===== config.mk =====
export PLATFORM = sky130hd
export DESIGN_NAME = icps_selector
export DESIGN_NICKNAME = d
export VERILOG_FILES = /design/src/icps_pkg.sv /design/src/icps_selector.sv
export SDC_FILE = /design/constraint.sdc
export NUM_CORES = 1
export LEC_CHECK = 0
export ABC_AREA = 1
export BUFFER_PORTS_ARGS = -buffer_cell sky130_fd_sc_hd__buf_2
export CORE_MARGIN = 2
export CORE_UTILIZATION = 40
export CTS_CLUSTER_SIZE = 24
export DETAILED_ROUTE_END_ITERATION = 16
export PLACE_DENSITY = 0.57
export RECOVER_POWER = 50
export SYNTH_ARGS = -nofsm -noshare
export SYNTH_HDL_FRONTEND = slang
export SYNTH_SLANG_ARGS = --single-unit

===== constraint.sdc =====
create_clock -name clk_sys_i -period 8.6 [get_ports clk_sys_i]
set_input_delay 2.15 -clock clk_sys_i [delete_from_list [all_inputs] [get_ports clk_sys_i]]
set_output_delay 2.15 -clock clk_sys_i [all_outputs]
set_load 0.01 [all_outputs]

===== src/icps_pkg.sv =====
package icps_pkg;

  // ==========================================================================
  // register addresses (byte-wide register map)
  localparam logic [15:0] ADDR_FAULT_MASK = 16'h0537;
  localparam logic [15:0] ADDR_RANK_LOW = 16'h0538;
  localparam logic [15:0] ADDR_RANK_HIGH = 16'h0539;
  localparam logic [15:0] ADDR_SEAMLESS_MODE = 16'h053a;
  localparam logic [15:0] ADDR_PH_THR_LOW = 16'h053b;
  localparam logic [15:0] ADDR_PH_THR_HIGH = 16'h053c;
  localparam logic [15:0] ADDR_COARSE_LEN = 16'h053d;
  localparam logic [15:0] ADDR_COARSE_DLY = 16'h053e;
  localparam logic [15:0] ADDR_HIST_STATUS = 16'h053f;
  localparam logic [15:0] ADDR_FINE_LEN = 16'h0588;
  localparam logic [15:0] ADDR_DET_DLY_LOW = 16'h0589;
  localparam logic [15:0] ADDR_DET_DLY_HIGH = 16'h058a;

  // ==========================================================================
  // field positions
  localparam int ABSENT_MASK_LSB = 0;
  localparam int FREQ_MASK_LSB = 4;
  localparam int RANK_EVEN_LSB = 0;
  localparam int RANK_ODD_LSB = 4;
  localparam int HIST_GOOD_BIT = 1;
  localparam int FAST_ACQ_BIT = 2;

  // ==========================================================================
  // field widths (read masks)
  localparam logic [7:0] MASK_RANK = 8'h77;
  localparam logic [7:0] MASK_MODE = 8'h0f;
  localparam logic [7:0] MASK_THR_HIGH = 8'h03;
  localparam logic [7:0] MASK_COARSE = 8'h1f;
  localparam logic [7:0] MASK_FINE = 8'h0f;
  localparam logic [7:0] MASK_DLY_HIGH = 8'h1f;

  // ==========================================================================
  // reset values
  localparam logic [7:0] RST_FAULT_MASK = 8'h00;
  localparam logic [7:0] RST_RANK = 8'h00;
  localparam logic [7:0] RST_SEAMLESS_MODE = 8'h0a;
  localparam logic [7:0] RST_ZERO = 8'h00;
  localparam logic [1:0] RST_SWITCH_MODE = 2'h0;

  // ==========================================================================
  // history accumulation length, in clock cycles of valid reference
  localparam logic [15:0] HIST_FILL_CYCLES = 16'h0400;

  // ==========================================================================
  // types
  typedef enum logic [1:0] {
    SW_MANUAL = 2'b00,
    SW_AUTO_NONREV = 2'b01,
    SW_AUTO_REV = 2'b10,
    SW_RESERVED = 2'b11
  } icps_sw_mode_t;

  typedef enum logic [1:0] {
    LOOP_LOCKED = 2'b00,
    LOOP_HOLDOVER = 2'b01,
    LOOP_FREERUN = 2'b10
  } icps_loop_t;

  typedef struct packed {
    logic wr;
    logic rd;
    logic [15:0] addr;
    logic [7:0] wdata;
  } icps_reg_req_t;

  typedef struct packed {
    logic [3:0] signal_absent_flag;
    logic [3:0] freq_offset_fault;
  } icps_faults_t;

  typedef struct packed {
    logic [7:0] fault_mask;
    logic [7:0] rank_low;
    logic [7:0] rank_high;
    logic [7:0] seamless_mode;
    logic [7:0] thr_low;
    logic [7:0] thr_high;
    logic [7:0] coarse_len;
    logic [7:0] coarse_dly;
    logic [7:0] fine_len;
    logic [7:0] det_dly_low;
    logic [7:0] det_dly_high;
    logic [7:0] rdata;
    logic [1:0] sel;
    logic sel_valid;
    icps_loop_t loop;
    logic [15:0] hist_cnt;
    logic history_good;
    logic fast_acq;
  } icps_state_t;

endpackage


===== src/icps_selector.sv =====
// Operation
// - bits 3:0 mask per-input signal loss; 0 (default) uses it, 1 ignores.
// - bits 7:4 mask per-input freq fault; 0 (default) uses it, 1 ignores.
// - revert mode picks the available input of highest rank; non-revert does so only when the current input is unavailable.
// - 3-bit rank per input: 1 best, then 2, 3, 4; 0 excludes; 5-7 reserved.
// - rank 0 is never chosen automatically but stays selectable manually.
// - ranks packed two per byte: inputs 0 and 2 in bits 2:0, 1 and 3 in 6:4.
// - equal ranks resolve toward the lower input index.
// - selection drives holdover entry, so losing all inputs leaves lock.
// - status bit 1 reads 1 if history allows holdover, else 0 (free-run).
// - status bit 2 reads 1 while fast-acquisition bandwidth is in use.
// - mode: 0 manual (default), 1 non-revert, 2 revert, 3 reserved.
// - a valid input after a failure or switch clears and restarts history.
`timescale 1ns/1ps

module icps_selector (
  input wire logic clk_sys_i, // 40 MHz system clock
  input wire logic rst_b_i, // async reset, active low
  input wire icps_pkg::icps_reg_req_t reg_req_i, // register access request
  output logic [7:0] reg_rdata_o, // read data, one cycle after rd
  input wire icps_pkg::icps_faults_t faults_i, // per-input fault flags
  input wire logic [1:0] switch_mode_i, // switching mode code
  input wire logic [1:0] manual_sel_i, // input chosen in manual mode
  input wire logic force_hold_i, // force holdover or free-run
  output logic [1:0] sel_input_o, // selected reference index
  output logic sel_valid_o, // selected reference is usable
  output icps_pkg::icps_loop_t loop_state_o, // locked, holdover, free-run
  output logic fast_acq_o // fast-acquisition bandwidth in use
);

  icps_pkg::icps_state_t st;
  icps_pkg::icps_state_t next_st;

  logic [2:0] rank [4];
  logic [3:0] avail;
  logic [1:0] best_idx;
  logic best_found;
  logic [1:0] cand_idx;
  logic cand_ok;
  logic rank_ok;

  // ==========================================================================
  // rank ordering: 1 is best, 4 worst; returns true when a beats b
  function automatic logic rank_better(input logic [2:0] a,
                                       input logic [2:0] b);
    rank_better = (a < b);
  endfunction

  // usable rank: 1 to 4; zero excludes, 5-7 are reserved
  function automatic logic rank_usable(input logic [2:0] r);
    rank_usable = (r != 3'h0) && (r <= 3'h4);
  endfunction

  // ==========================================================================
  // rank unpacking and availability
  always_comb begin
    rank[0] = st.rank_low[icps_pkg::RANK_EVEN_LSB +: 3];
    rank[1] = st.rank_low[icps_pkg::RANK_ODD_LSB +: 3];
    rank[2] = st.rank_high[icps_pkg::RANK_EVEN_LSB +: 3];
    rank[3] = st.rank_high[icps_pkg::RANK_ODD_LSB +: 3];
    for (int i = 0; i < 4; i++) begin
      avail[i] = rank_usable(rank[i])
        && !(faults_i.signal_absent_flag[i]
             && !st.fault_mask[icps_pkg::ABSENT_MASK_LSB + i])
        && !(faults_i.freq_offset_fault[i]
             && !st.fault_mask[icps_pkg::FREQ_MASK_LSB + i]);
    end
  end

  // ==========================================================================
  // priority search, lower index wins ties by strict comparison
  always_comb begin
    best_idx = 2'h0;
    best_found = 1'b0;
    for (int i = 0; i < 4; i++) begin
      if (avail[i] && (!best_found
          || rank_better(rank[i], rank[best_idx]))) begin
        best_idx = 2'(i);
        best_found = 1'b1;
      end
    end
  end

  // ==========================================================================
  // input health of a given index (faults only, masks applied)
  function automatic logic healthy(input logic [1:0] idx,
                                   input icps_pkg::icps_faults_t f,
                                   input logic [7:0] m);
    healthy = !(f.signal_absent_flag[idx]
                && !m[icps_pkg::ABSENT_MASK_LSB + 32'(idx)])
      && !(f.freq_offset_fault[idx]
           && !m[icps_pkg::FREQ_MASK_LSB + 32'(idx)]);
  endfunction

  // ==========================================================================
  // candidate choice per switching mode
  always_comb begin
    cand_idx = st.sel;
    cand_ok = 1'b0;
    rank_ok = 1'b0;
    case (icps_pkg::icps_sw_mode_t'(switch_mode_i))
      icps_pkg::SW_MANUAL: begin
        cand_idx = manual_sel_i;
        cand_ok = healthy(manual_sel_i, faults_i, st.fault_mask);
      end
      icps_pkg::SW_AUTO_NONREV: begin
        // keep the current input while it stays available
        rank_ok = st.sel_valid && avail[st.sel];
        cand_idx = rank_ok ? st.sel : best_idx;
        cand_ok = rank_ok || best_found;
      end
      icps_pkg::SW_AUTO_REV: begin
        cand_idx = best_idx;
        cand_ok = best_found;
      end
      default: begin
        // reserved code holds the present choice
        cand_idx = st.sel;
        cand_ok = st.sel_valid && healthy(st.sel, faults_i, st.fault_mask);
      end
    endcase
  end

  // ==========================================================================
  // next state: registers, selection, loop state, history
  always_comb begin
    next_st = st;
    next_st.rdata = 8'h00;
    // register writes
    if (reg_req_i.wr) begin
      case (reg_req_i.addr)
        icps_pkg::ADDR_FAULT_MASK: next_st.fault_mask = reg_req_i.wdata;
        icps_pkg::ADDR_RANK_LOW:
          next_st.rank_low = reg_req_i.wdata & icps_pkg::MASK_RANK;
        icps_pkg::ADDR_RANK_HIGH:
          next_st.rank_high = reg_req_i.wdata & icps_pkg::MASK_RANK;
        icps_pkg::ADDR_SEAMLESS_MODE:
          next_st.seamless_mode = reg_req_i.wdata & icps_pkg::MASK_MODE;
        icps_pkg::ADDR_PH_THR_LOW: next_st.thr_low = reg_req_i.wdata;
        icps_pkg::ADDR_PH_THR_HIGH:
          next_st.thr_high = reg_req_i.wdata & icps_pkg::MASK_THR_HIGH;
        icps_pkg::ADDR_COARSE_LEN:
          next_st.coarse_len = reg_req_i.wdata & icps_pkg::MASK_COARSE;
        icps_pkg::ADDR_COARSE_DLY:
          next_st.coarse_dly = reg_req_i.wdata & icps_pkg::MASK_COARSE;
        icps_pkg::ADDR_FINE_LEN:
          next_st.fine_len = reg_req_i.wdata & icps_pkg::MASK_FINE;
        icps_pkg::ADDR_DET_DLY_LOW: next_st.det_dly_low = reg_req_i.wdata;
        icps_pkg::ADDR_DET_DLY_HIGH:
          next_st.det_dly_high = reg_req_i.wdata & icps_pkg::MASK_DLY_HIGH;
        default: next_st.rdata = 8'h00;
      endcase
    end
    // register reads, data valid the cycle after the strobe
    if (reg_req_i.rd) begin
      case (reg_req_i.addr)
        icps_pkg::ADDR_FAULT_MASK: next_st.rdata = st.fault_mask;
        icps_pkg::ADDR_RANK_LOW: next_st.rdata = st.rank_low;
        icps_pkg::ADDR_RANK_HIGH: next_st.rdata = st.rank_high;
        icps_pkg::ADDR_SEAMLESS_MODE: next_st.rdata = st.seamless_mode;
        icps_pkg::ADDR_PH_THR_LOW: next_st.rdata = st.thr_low;
        icps_pkg::ADDR_PH_THR_HIGH: next_st.rdata = st.thr_high;
        icps_pkg::ADDR_COARSE_LEN: next_st.rdata = st.coarse_len;
        icps_pkg::ADDR_COARSE_DLY: next_st.rdata = st.coarse_dly;
        icps_pkg::ADDR_HIST_STATUS: begin
          next_st.rdata[icps_pkg::HIST_GOOD_BIT] = st.history_good;
          next_st.rdata[icps_pkg::FAST_ACQ_BIT] = st.fast_acq;
        end
        icps_pkg::ADDR_FINE_LEN: next_st.rdata = st.fine_len;
        icps_pkg::ADDR_DET_DLY_LOW: next_st.rdata = st.det_dly_low;
        icps_pkg::ADDR_DET_DLY_HIGH: next_st.rdata = st.det_dly_high;
        default: next_st.rdata = 8'h00;
      endcase
    end
    // selection result steers the loop state
    next_st.sel = cand_idx;
    next_st.sel_valid = cand_ok && !force_hold_i;
    if (cand_ok && !force_hold_i) begin
      next_st.loop = icps_pkg::LOOP_LOCKED;
    end else if (st.history_good) begin
      next_st.loop = icps_pkg::LOOP_HOLDOVER;
    end else begin
      next_st.loop = icps_pkg::LOOP_FREERUN;
    end
    // history: cleared on a fresh lock or switch, then accumulates
    if (next_st.sel_valid && (!st.sel_valid || cand_idx != st.sel)) begin
      next_st.hist_cnt = 16'h0000;
      next_st.history_good = 1'b0;
    end else if (next_st.sel_valid) begin
      if (st.hist_cnt == icps_pkg::HIST_FILL_CYCLES) begin
        next_st.history_good = 1'b1;
      end else begin
        next_st.hist_cnt = st.hist_cnt + 16'h0001;
      end
    end
    // fast acquisition while history is still being rebuilt after lock
    next_st.fast_acq = next_st.sel_valid && !next_st.history_good;
  end

  // ==========================================================================
  // state register
  always_ff @(posedge clk_sys_i or negedge rst_b_i) begin
    if (!rst_b_i) begin
      st <= '0;
      st.seamless_mode <= icps_pkg::RST_SEAMLESS_MODE;
      st.fault_mask <= icps_pkg::RST_FAULT_MASK;
      st.rank_low <= icps_pkg::RST_RANK;
      st.rank_high <= icps_pkg::RST_RANK;
      st.loop <= icps_pkg::LOOP_FREERUN;
    end else begin
      st <= next_st;
    end
  end

  // outputs straight from flip-flops
  assign reg_rdata_o = st.rdata;
  assign sel_input_o = st.sel;
  assign sel_valid_o = st.sel_valid;
  assign loop_state_o = st.loop;
  assign fast_acq_o = st.fast_acq;

endmodule


==> impl_metrics.toml, run 1 <==
[run_status]
status = "complete, but fails checks"
violations = "capacitance limit, slew limit"

[detailed_routing]
dr.pass1.iters = 4
vias = 4433
drt-initial-drc-count = 361
via_per_inst = 5.18
wire_per_inst_um = 15.5
postRouteAntennaNets = 0
drc = 0
wirelength_mm = 13.3

[die]
rows = 41
fp.dieH_um = 117
dieArea_um2 = 13600
core_um2 = 12500
die_x_um = 117
num_io_pins = 55
initial_core_util = 0.406

[sta]
hold-worst-slack_ns = 0.472
rsz0062_at_grt = "no"
worstMarginPinSlew_ns = 1.67
clock.fmax_mhz = 187
period_share = 0.620
slew_viol_final = 31
clock_skew_ns = 0.0111
max_slew_margin = -0.115
setup_viol = 0
hold_violations = 0
fin_tns_setup_ns = 0
fin_crit_ns = 5.33

[worst_setup_path]
critPathMaxFanout = 16
startpoint_type = "input port"
setup.worst_path.end_class = "register"
cp_data_required_time_ns = 8.83
reg2reg_setup_slack_ns = 4.50
r2r-start = "rank[11]"
timing.rr.end = "fast_acq_o"
cp.arrival_ns = 5.56
rr_worst_depth = 27
worst-setup-path-type = "input port to register"

[cts]
clkTransAtPathRegs_ns = 0.07
clk_latency_ns = 0.35
cts_hold_buf = 0
cts_sinks = 92
cts-root-buf = "clkbuf_16"
post_cts_buffers = 0
clk_path_buf_depth = 2
cts_resized = 0
cts_tree = "done"
h-tree-depth = 3
numCtsBuffers = 9

[synth]
netlist_top_cells_area = "dfrtp_1 44%, nand2_1 11%, o21ai_0 7.7%"
yosys_warnings = 0
synth_cell_types = 43
yosys_register_bits = 92
seq_area_frac_synth = 0.453
syn_nets = 685
async_reset_ff_frac = 1.00
synth_top_flop_cell = "dfrtp_1"
synth_edf_count = 0
synth_area_um2 = 5090
synth_top_area_frac = 0.438
syn_inst = 636
synth.avg_cell_area_um2 = 8.00
synth.largest_area_cell = "dfrtp_1"

[finish]
layout.nets = 727
antenna_cells = 0
final_cell_mix = "147 x nand2_1, 89 x dfrtp_1, 78 x o21ai_0, 76 x inv_1, 47 x nor2_1"
drive_above_1_share = 0.158
syn2layout_area_growth_pct = 12.3
layout_commonest_cell = "nand2_1"

[min_path]
hold_depth = 1
min_from = "st[1]"
worstHoldEndpoint = "loop_state_o[1]"
min_path_type = "register to register"

[power]
powerDensity_nw_per_um2 = 161
vdd_drop_max_mv = 0.132
p_leak_uw = 0.00262

[grt]
grt_max_degree = 64
grt_antenna_before_repair = 0
grt_pass1_vias = 4170
grt.overflow.total = 0
grtUsageTotal = 0.205
grt_first_pass_wirelength_mm = 21.4

[placement]
portBuffers = 54
dp_hpwl_mm = 9.66
place_congestion = 0.874

[run]
drv_cap = 1
==> layer usage <==
layer / vias up / GRT usage / share of wire
met5: - / 0 / 0
met1: 2130 / 0.290 / 0.47
met3: 17 / 0.0451 / 0.050
met4: 0 / 0.0588 / 0.014
met2: 105 / 0.319 / 0.47
li1: 2181 / - / -
==> how the worst max path moves through the flow <==
| stage | end | start | depth (start not counted) | slack (ns) |
|---|---|---|---|---|
| floorplan | st[14] | faults_i[4] | 29 | 3.64 |
| global placement | fast_acq_o | faults_i[4] | 27 | 3.13 |
| detailed placement | fast_acq_o | faults_i[4] | 28 | 2.94 |
| CTS | fast_acq_o | faults_i[4] | 28 | 3.28 |
| global route | fast_acq_o | faults_i[0] | 28 | 2.87 |
| finish | fast_acq_o | faults_i[4] | 27 | 3.27 |
==> sequential cells by signal (all words and copies together) (netlist names) <==
signal        count
rank             12
st               66
reg_rdata_o       8
sel_valid_o       1
loop_state_o      2
sel_input_o       2
fast_acq_o        1
==> power by group <==
part	switching, µW	total (µW)	internal (µW)
Clock	177	419	242
Combinational	42.0	60.8	18.7
Sequential	4.48	440	436
==> layout make-up <==
type,instances,area (µm²)
flip-flops and latches,92,2310
inverters,81,304
repair buffers,55,263
clock inverters,5,60.1
fillers,1284,6810
clock buffers,11,253
well taps,172,215
multi-input cells,439,2310
==> logic make-up after synthesis <==
family	synth area share
AO/OA/AOI/OAI	0.156
XOR/XNOR	0.0138
adder cells (fa/ha/maj)	0.0197
buffers and inverters	0.0925
flip-flops	0.453
AND/OR/NAND/NOR	0.265
==> metrics by stage <==
stage                     power (µW)  setup slack (ns)  instance area, µm²  instances   util
final                            920              3.27                5710        855  0.456
after global routing             956              2.87                5710        855  0.456
after CTS                        928              3.28                5730        855  0.458
after detailed placement         511              2.94                5420        839  0.433
after global placement           510              3.13                5420        839  0.433
after floorplan                  482              3.64                5090        636      -
==> Yosys cell counts (all sizes together) (2+ instances only) <==
cell / instances
a211oi: 2
a21oi: 11
a221oi: 10
a22oi: 11
a31oi: 2
a41oi: 4
buf: 15
clkbuf: 9
clkinv: 3
dfrtp: 89
dfstp: 3
ha: 8
inv: 78
nand2: 175
nand3: 36
nand4: 7
nor2: 53
nor3: 9
nor4: 6
o211ai: 2
o21a: 3
o21ai: 80
o22ai: 4
xnor2: 2
xor2: 6
==> worst max-delay path, cell delays in order <==
cell      delay (ns)
buf_2           0.08
nand2_1         0.04
nand2_1         0.12
clkinv_1        0.16
nand3_2         0.13
nand2_2         0.08
o21ai_0         0.27
ha_1            0.31
a21oi_1         0.16
nand2_1         0.08
nand2_2         0.09
nand2_4         0.08
nand2_1         0.06
o21ai_0         0.09
ha_1            0.30
a21oi_1         0.14
nand2_1         0.06
nand2_1         0.07
nand2_2         0.07
nand3_1         0.08
nand2_1         0.07
nand3_1         0.10
nand3_1         0.13
nor2_4          0.36
nor2_1          0.12
nor2_2          0.12
nor2_1          0.05
Note: power is estimated with default switching activity, not from simulation.
==> run 2: changes to the inputs <==
--- a/config.mk
+++ b/config.mk
@@ -11,7 +11,7 @@
 export CORE_UTILIZATION = 40
 export CTS_CLUSTER_SIZE = 24
 export DETAILED_ROUTE_END_ITERATION = 16
-export PLACE_DENSITY = 0.57
+export PLACE_DENSITY = 0.59
 export RECOVER_POWER = 50
 export SYNTH_ARGS = -nofsm -noshare
 export SYNTH_HDL_FRONTEND = slang
==> constraint.sdc (replaced) <==
create_clock -name clk_sys_i -period 4.75 [get_ports clk_sys_i]
set_input_delay 1.1875 -clock clk_sys_i [delete_from_list [all_inputs] [get_ports clk_sys_i]]
set_output_delay 1.1875 -clock clk_sys_i [all_outputs]
set_load 0.01 [all_outputs]
==> run 2 against run 1 <==
The flow still finishes with violations (capacitance limit, slew limit). Clock power rose by 89%. Power rose by 85%. Utilization rose by 0.12 points. Critical path type unchanged. Largest cell class unchanged.
==> impl_metrics.toml, run 2 (same netlist as run 1, synthesis figures left out) <==
[run_status]
status = "complete, but fails checks"
violations = "capacitance limit, slew limit"

[sta]
clock.fmax_mhz = 229
rsz0062_at_grt = "no"
fin_crit_ns = 4.36
fin_tns_setup_ns = 0
hold_violations = 0
setup_viol = 0
worstMarginPinSlew_ns = 3.31
slew_viol_final = 62
period_share = 0.918
max_slew_margin = -1.21
layout_setup_ws_ns = 0.388
clock_skew_ns = 0.00859

[min_path]
min_from = "st[1]"
worstHoldEndpoint = "loop_state_o[1]"
hold_depth = 1
min_path_type = "register to register"

[detailed_routing]
wirelength_mm = 13.2
wire_per_inst_um = 15.5
via_per_inst = 5.13
dr.pass1.iters = 4
drc = 0
drt-initial-drc-count = 330
vias = 4386
postRouteAntennaNets = 0

[worst_setup_path]
cp-startpoint = "faults_i[4]"
cp_data_required_time_ns = 4.98
slowest_delay_ns = 0.36
rr_worst_depth = 26
timing.rr.end = "fast_acq_o"
critPathMaxFanout = 16
cpMaxStageDelayCell = "nor2_4"
worst-setup-path-type = "input port to register"
setup.worst_path.end_class = "register"
cp.arrival_ns = 4.59
startpoint_type = "input port"
path_common_cell = "nand2_1"
r2r-start = "rank[11]"
reg2reg_setup_slack_ns = 0.68

[cts]
clkTransAtPathRegs_ns = 0.06
post_cts_buffers = 0
cts_hold_buf = 0
cts-root-buf = "clkbuf_16"
cts_tree = "done"
cts_sinks = 92
numCtsBuffers = 9
clk_path_buf_depth = 2
cts_resized = 0
h-tree-depth = 3
clk_latency_ns = 0.35

[finish]
layout.nets = 727
fillCellCount = 1315
layout_commonest_cell = "nand2_1"
final_cell_mix = "147 x nand2_1, 89 x dfrtp_1, 78 x o21ai_0, 76 x inv_1"
antenna_cells = 0
drive_above_1_share = 0.164
largest_register = "st"
largest_register_ffs = 66
syn2layout_area_growth_pct = 12.6

[grt]
grt_max_degree = 62
grtUsageTotal = 0.206
grt.overflow.total = 0
grt_first_pass_wirelength_mm = 21.4
grt_pass1_vias = 4147
grt_antenna_before_repair = 0

[die]
dieArea_um2 = 13600
die_x_um = 117
initial_core_util = 0.406
rows = 41
num_io_pins = 55
core_um2 = 12500
fp.dieH_um = 117

[power]
powerDensity_nw_per_um2 = 297
p_leak_uw = 0.00263
vdd_drop_max_mv = 0.239

[placement]
dp_hpwl_mm = 9.64
pre_cts_ws_ns = 0.0833
place_congestion = 0.863
portBuffers = 54

[run]
drv_cap = 1
## run 2: cell type report
cell class / count / area (µm²) / area share
sequential: 92 / 2310 / 0.403
multi-input combinational: 439 / 2310 / 0.403
clock inverter: 7 / 100 / 0.0175
timing repair buffer: 55 / 265 / 0.0463
clock buffer: 9 / 225 / 0.0393
inverter: 81 / 304 / 0.0531
tap: 172 / 215 / 0.0376
## run 2: routing by layer
metal  vias to the layer above  track usage  part of all wire
li1                       2173            -                 -
met1                      2106        0.301              0.49
met2                        91        0.310              0.45
met3                        16       0.0384             0.044
met4                         0       0.0635             0.014
met5                         -            0                 0
## run 2: where the power goes
part / internal [µW] / switching (µW) / total (µW)
Combinational: 34.0 / 75.4 / 109
Sequential: 789 / 8.39 / 797
Clock: 464 / 329 / 793
## run 2: worst max-delay path by stage
stage,endpoint,slack (ns),cells after the start
CTS,fast_acq_o,0.43,28
detailed placement,fast_acq_o,0.08,28
finish,fast_acq_o,0.39,26
global placement,fast_acq_o,0.21,27
floorplan,st[14],0.75,29
global route,fast_acq_o,0.002,30
## run 2: worst max-delay path: cells and delay by family
kind | cells | cell delay (ns)
buf+inv | 2 | 0.25
simple gates | 18 | 1.85
compound gates | 4 | 0.72
fa+ha+maj | 2 | 0.58
## run 2: metrics by stage
| step | total power (µW) | instance area (µm²) | utilization | cells | hold WS (ns) |
|---|---|---|---|---|---|
| after floorplan | 872 | 5090 | - | 636 | 0.390 |
| after global placement | 922 | 5420 | 0.433 | 839 | 0.457 |
| after detailed placement | 924 | 5420 | 0.433 | 839 | 0.460 |
| after CTS | 1710 | 5740 | 0.459 | 855 | 0.477 |
| after global routing | 1760 | 5730 | 0.457 | 855 | 0.499 |
| final | 1700 | 5730 | 0.457 | 855 | 0.471 |
==> run 3: changes to the inputs <==
--- a/config.mk
+++ b/config.mk
@@ -7,7 +7,6 @@
 export LEC_CHECK = 0
 export ABC_AREA = 1
 export BUFFER_PORTS_ARGS = -buffer_cell sky130_fd_sc_hd__buf_2
-export CORE_MARGIN = 2
 export CORE_UTILIZATION = 40
 export CTS_CLUSTER_SIZE = 24
 export DETAILED_ROUTE_END_ITERATION = 16
==> run 3 against run 2 <==
The run still ends with capacitance limit, slew limit left. Highest routed layer unchanged. Wire length fell by 2.2%. Critical path depth grew 2. Maximum frequency down 0.17%. Cell area about the same. Sequential power barely moved. Critical path type unchanged. Die area fell by 3.4%. Power is 0.12% lower. Worst setup slack lost 0.0076 ns. Critical endpoint unchanged.
==> impl_metrics.toml, run 3 (same netlist as run 1, synthesis figures left out) <==
[die]
core_um2 = 12200
dieArea_um2 = 13200
num_io_pins = 55
rows = 40
initial_core_util = 0.416
fp.dieH_um = 115
die_x_um = 115

[run_status]
status = "complete, but fails checks"
violations = "capacitance limit, slew limit"

[grt]
grt_antenna_before_repair = 0
grt.overflow.total = 0
grt_pass1_vias = 4215
grt_max_degree = 69
grtUsageTotal = 0.214
grt_first_pass_wirelength_mm = 21.3

[worst_setup_path]
slowest_delay_ns = 0.36
setup.worst_path.end_class = "register"
path_common_cell = "nand2_1"
worst-setup-path-type = "input port to register"
reg2reg_setup_slack_ns = 0.65
cp.arrival_ns = 4.61
critPathMaxFanout = 16
cpMaxStageDelayCell = "nor2_4"
startpoint_type = "input port"
cp_data_required_time_ns = 4.99

[placement]
placed_area_um2 = 5420
dp_hpwl_mm = 9.43
pre_cts_ws_ns = 0.0468
portBuffers = 54
place_congestion = 0.835

[sta]
rsz0062_at_grt = "no"
hold_violations = 0
clock.fmax_mhz = 229
fin_crit_ns = 4.37
hold-worst-slack_ns = 0.473
max_slew_margin = -0.120
fin_tns_setup_ns = 0
slew_viol_final = 69
clock_skew_ns = 0.00470
layout_setup_ws_ns = 0.380
worstMarginPinSlew_ns = 1.68
setup_viol = 0
period_share = 0.920

[detailed_routing]
dr.pass1.iters = 5
wirelength_mm = 12.9
wire_per_inst_um = 15.2
vias = 4397
via_per_inst = 5.16
drt-initial-drc-count = 259
drc = 0
postRouteAntennaNets = 0

[power]
p_leak_uw = 0.00264
powerDensity_nw_per_um2 = 296
vdd_drop_max_mv = 0.179

[finish]
layout.nets = 728
largest_register = "st"
layout_commonest_cell = "nand2_1"
antenna_cells = 0
drive_above_1_share = 0.165
syn2layout_area_growth_pct = 12.6
largest_register_ffs = 66
final_cell_area_um2 = 5730
final_cell_mix = "147 x nand2_1, 89 x dfrtp_1, 78 x o21ai_0, 76 x inv_1, 47 x nor2_1"
utilization = 0.469

[cts]
cts_sinks = 92
cts_resized = 0
clk_latency_ns = 0.35
cts_hold_buf = 0
h-tree-depth = 3
cts-root-buf = "clkbuf_16"
numCtsBuffers = 9
clk_path_buf_depth = 2
post_cts_buffers = 0
cts_tree = "done"
clkTransAtPathRegs_ns = 0.07

[run]
drv_cap = 1

[min_path]
min_path_type = "register to register"
[run 3: final cells by class]
cell class              count  area (µm²)
clock buffers               9         225
clock inverters             7         100
fillers                  1254        6480
inverters                  81         304
multi-input cells         439        2310
flip-flops and latches     92        2310
well taps                 168         210
repair buffers             56         273
[run 3: per-stage QoR]
stage | std cells | power [µW]
after global routing | 852 | 1760
after CTS | 852 | 1720
final | 852 | 1700
after floorplan | 636 | 872
after detailed placement | 836 | 924
after global placement | 836 | 922
[run 3: metal layers]
| layer | up-vias | share of wire | track usage |
|---|---|---|---|
| met5 | - | 0 | 0 |
| met4 | 0 | 0.015 | 0.0823 |
| met3 | 12 | 0.039 | 0.0332 |
| met2 | 114 | 0.46 | 0.332 |
| met1 | 2091 | 0.49 | 0.301 |
| li1 | 2180 | - | - |
[run 3: worst paths after layout]
kind	start	endpoint	depth (start not counted)
max in group asynchronous	rst_b_i	sel_input_o[0]	2
min	st[1]	loop_state_o[1]	1
max reg2reg	rank[11]	fast_acq_o	28
min reg2reg	st[1]	loop_state_o[1]	1
min in group asynchronous	rst_b_i	st[34]	1
max	faults_i[0]	fast_acq_o	28
[run 3: report_power, final]
part / internal [µW] / leakage (µW) / switching [µW] / total, µW
sequential: 789 / 0.00127 / 8.31 / 797
combinational: 33.8 / 0.00122 / 75.5 / 109
clock: 464 / 0.000148 / 327 / 791
[run 3: critical path: cells and delay by family]
family	cells	cell delay [ns]
AO/OA/AOI/OAI	3	0.65
adder cells (fa/ha/maj)	2	0.58
buffers and inverters	3	0.28
AND/OR/NAND/NOR	20	1.91
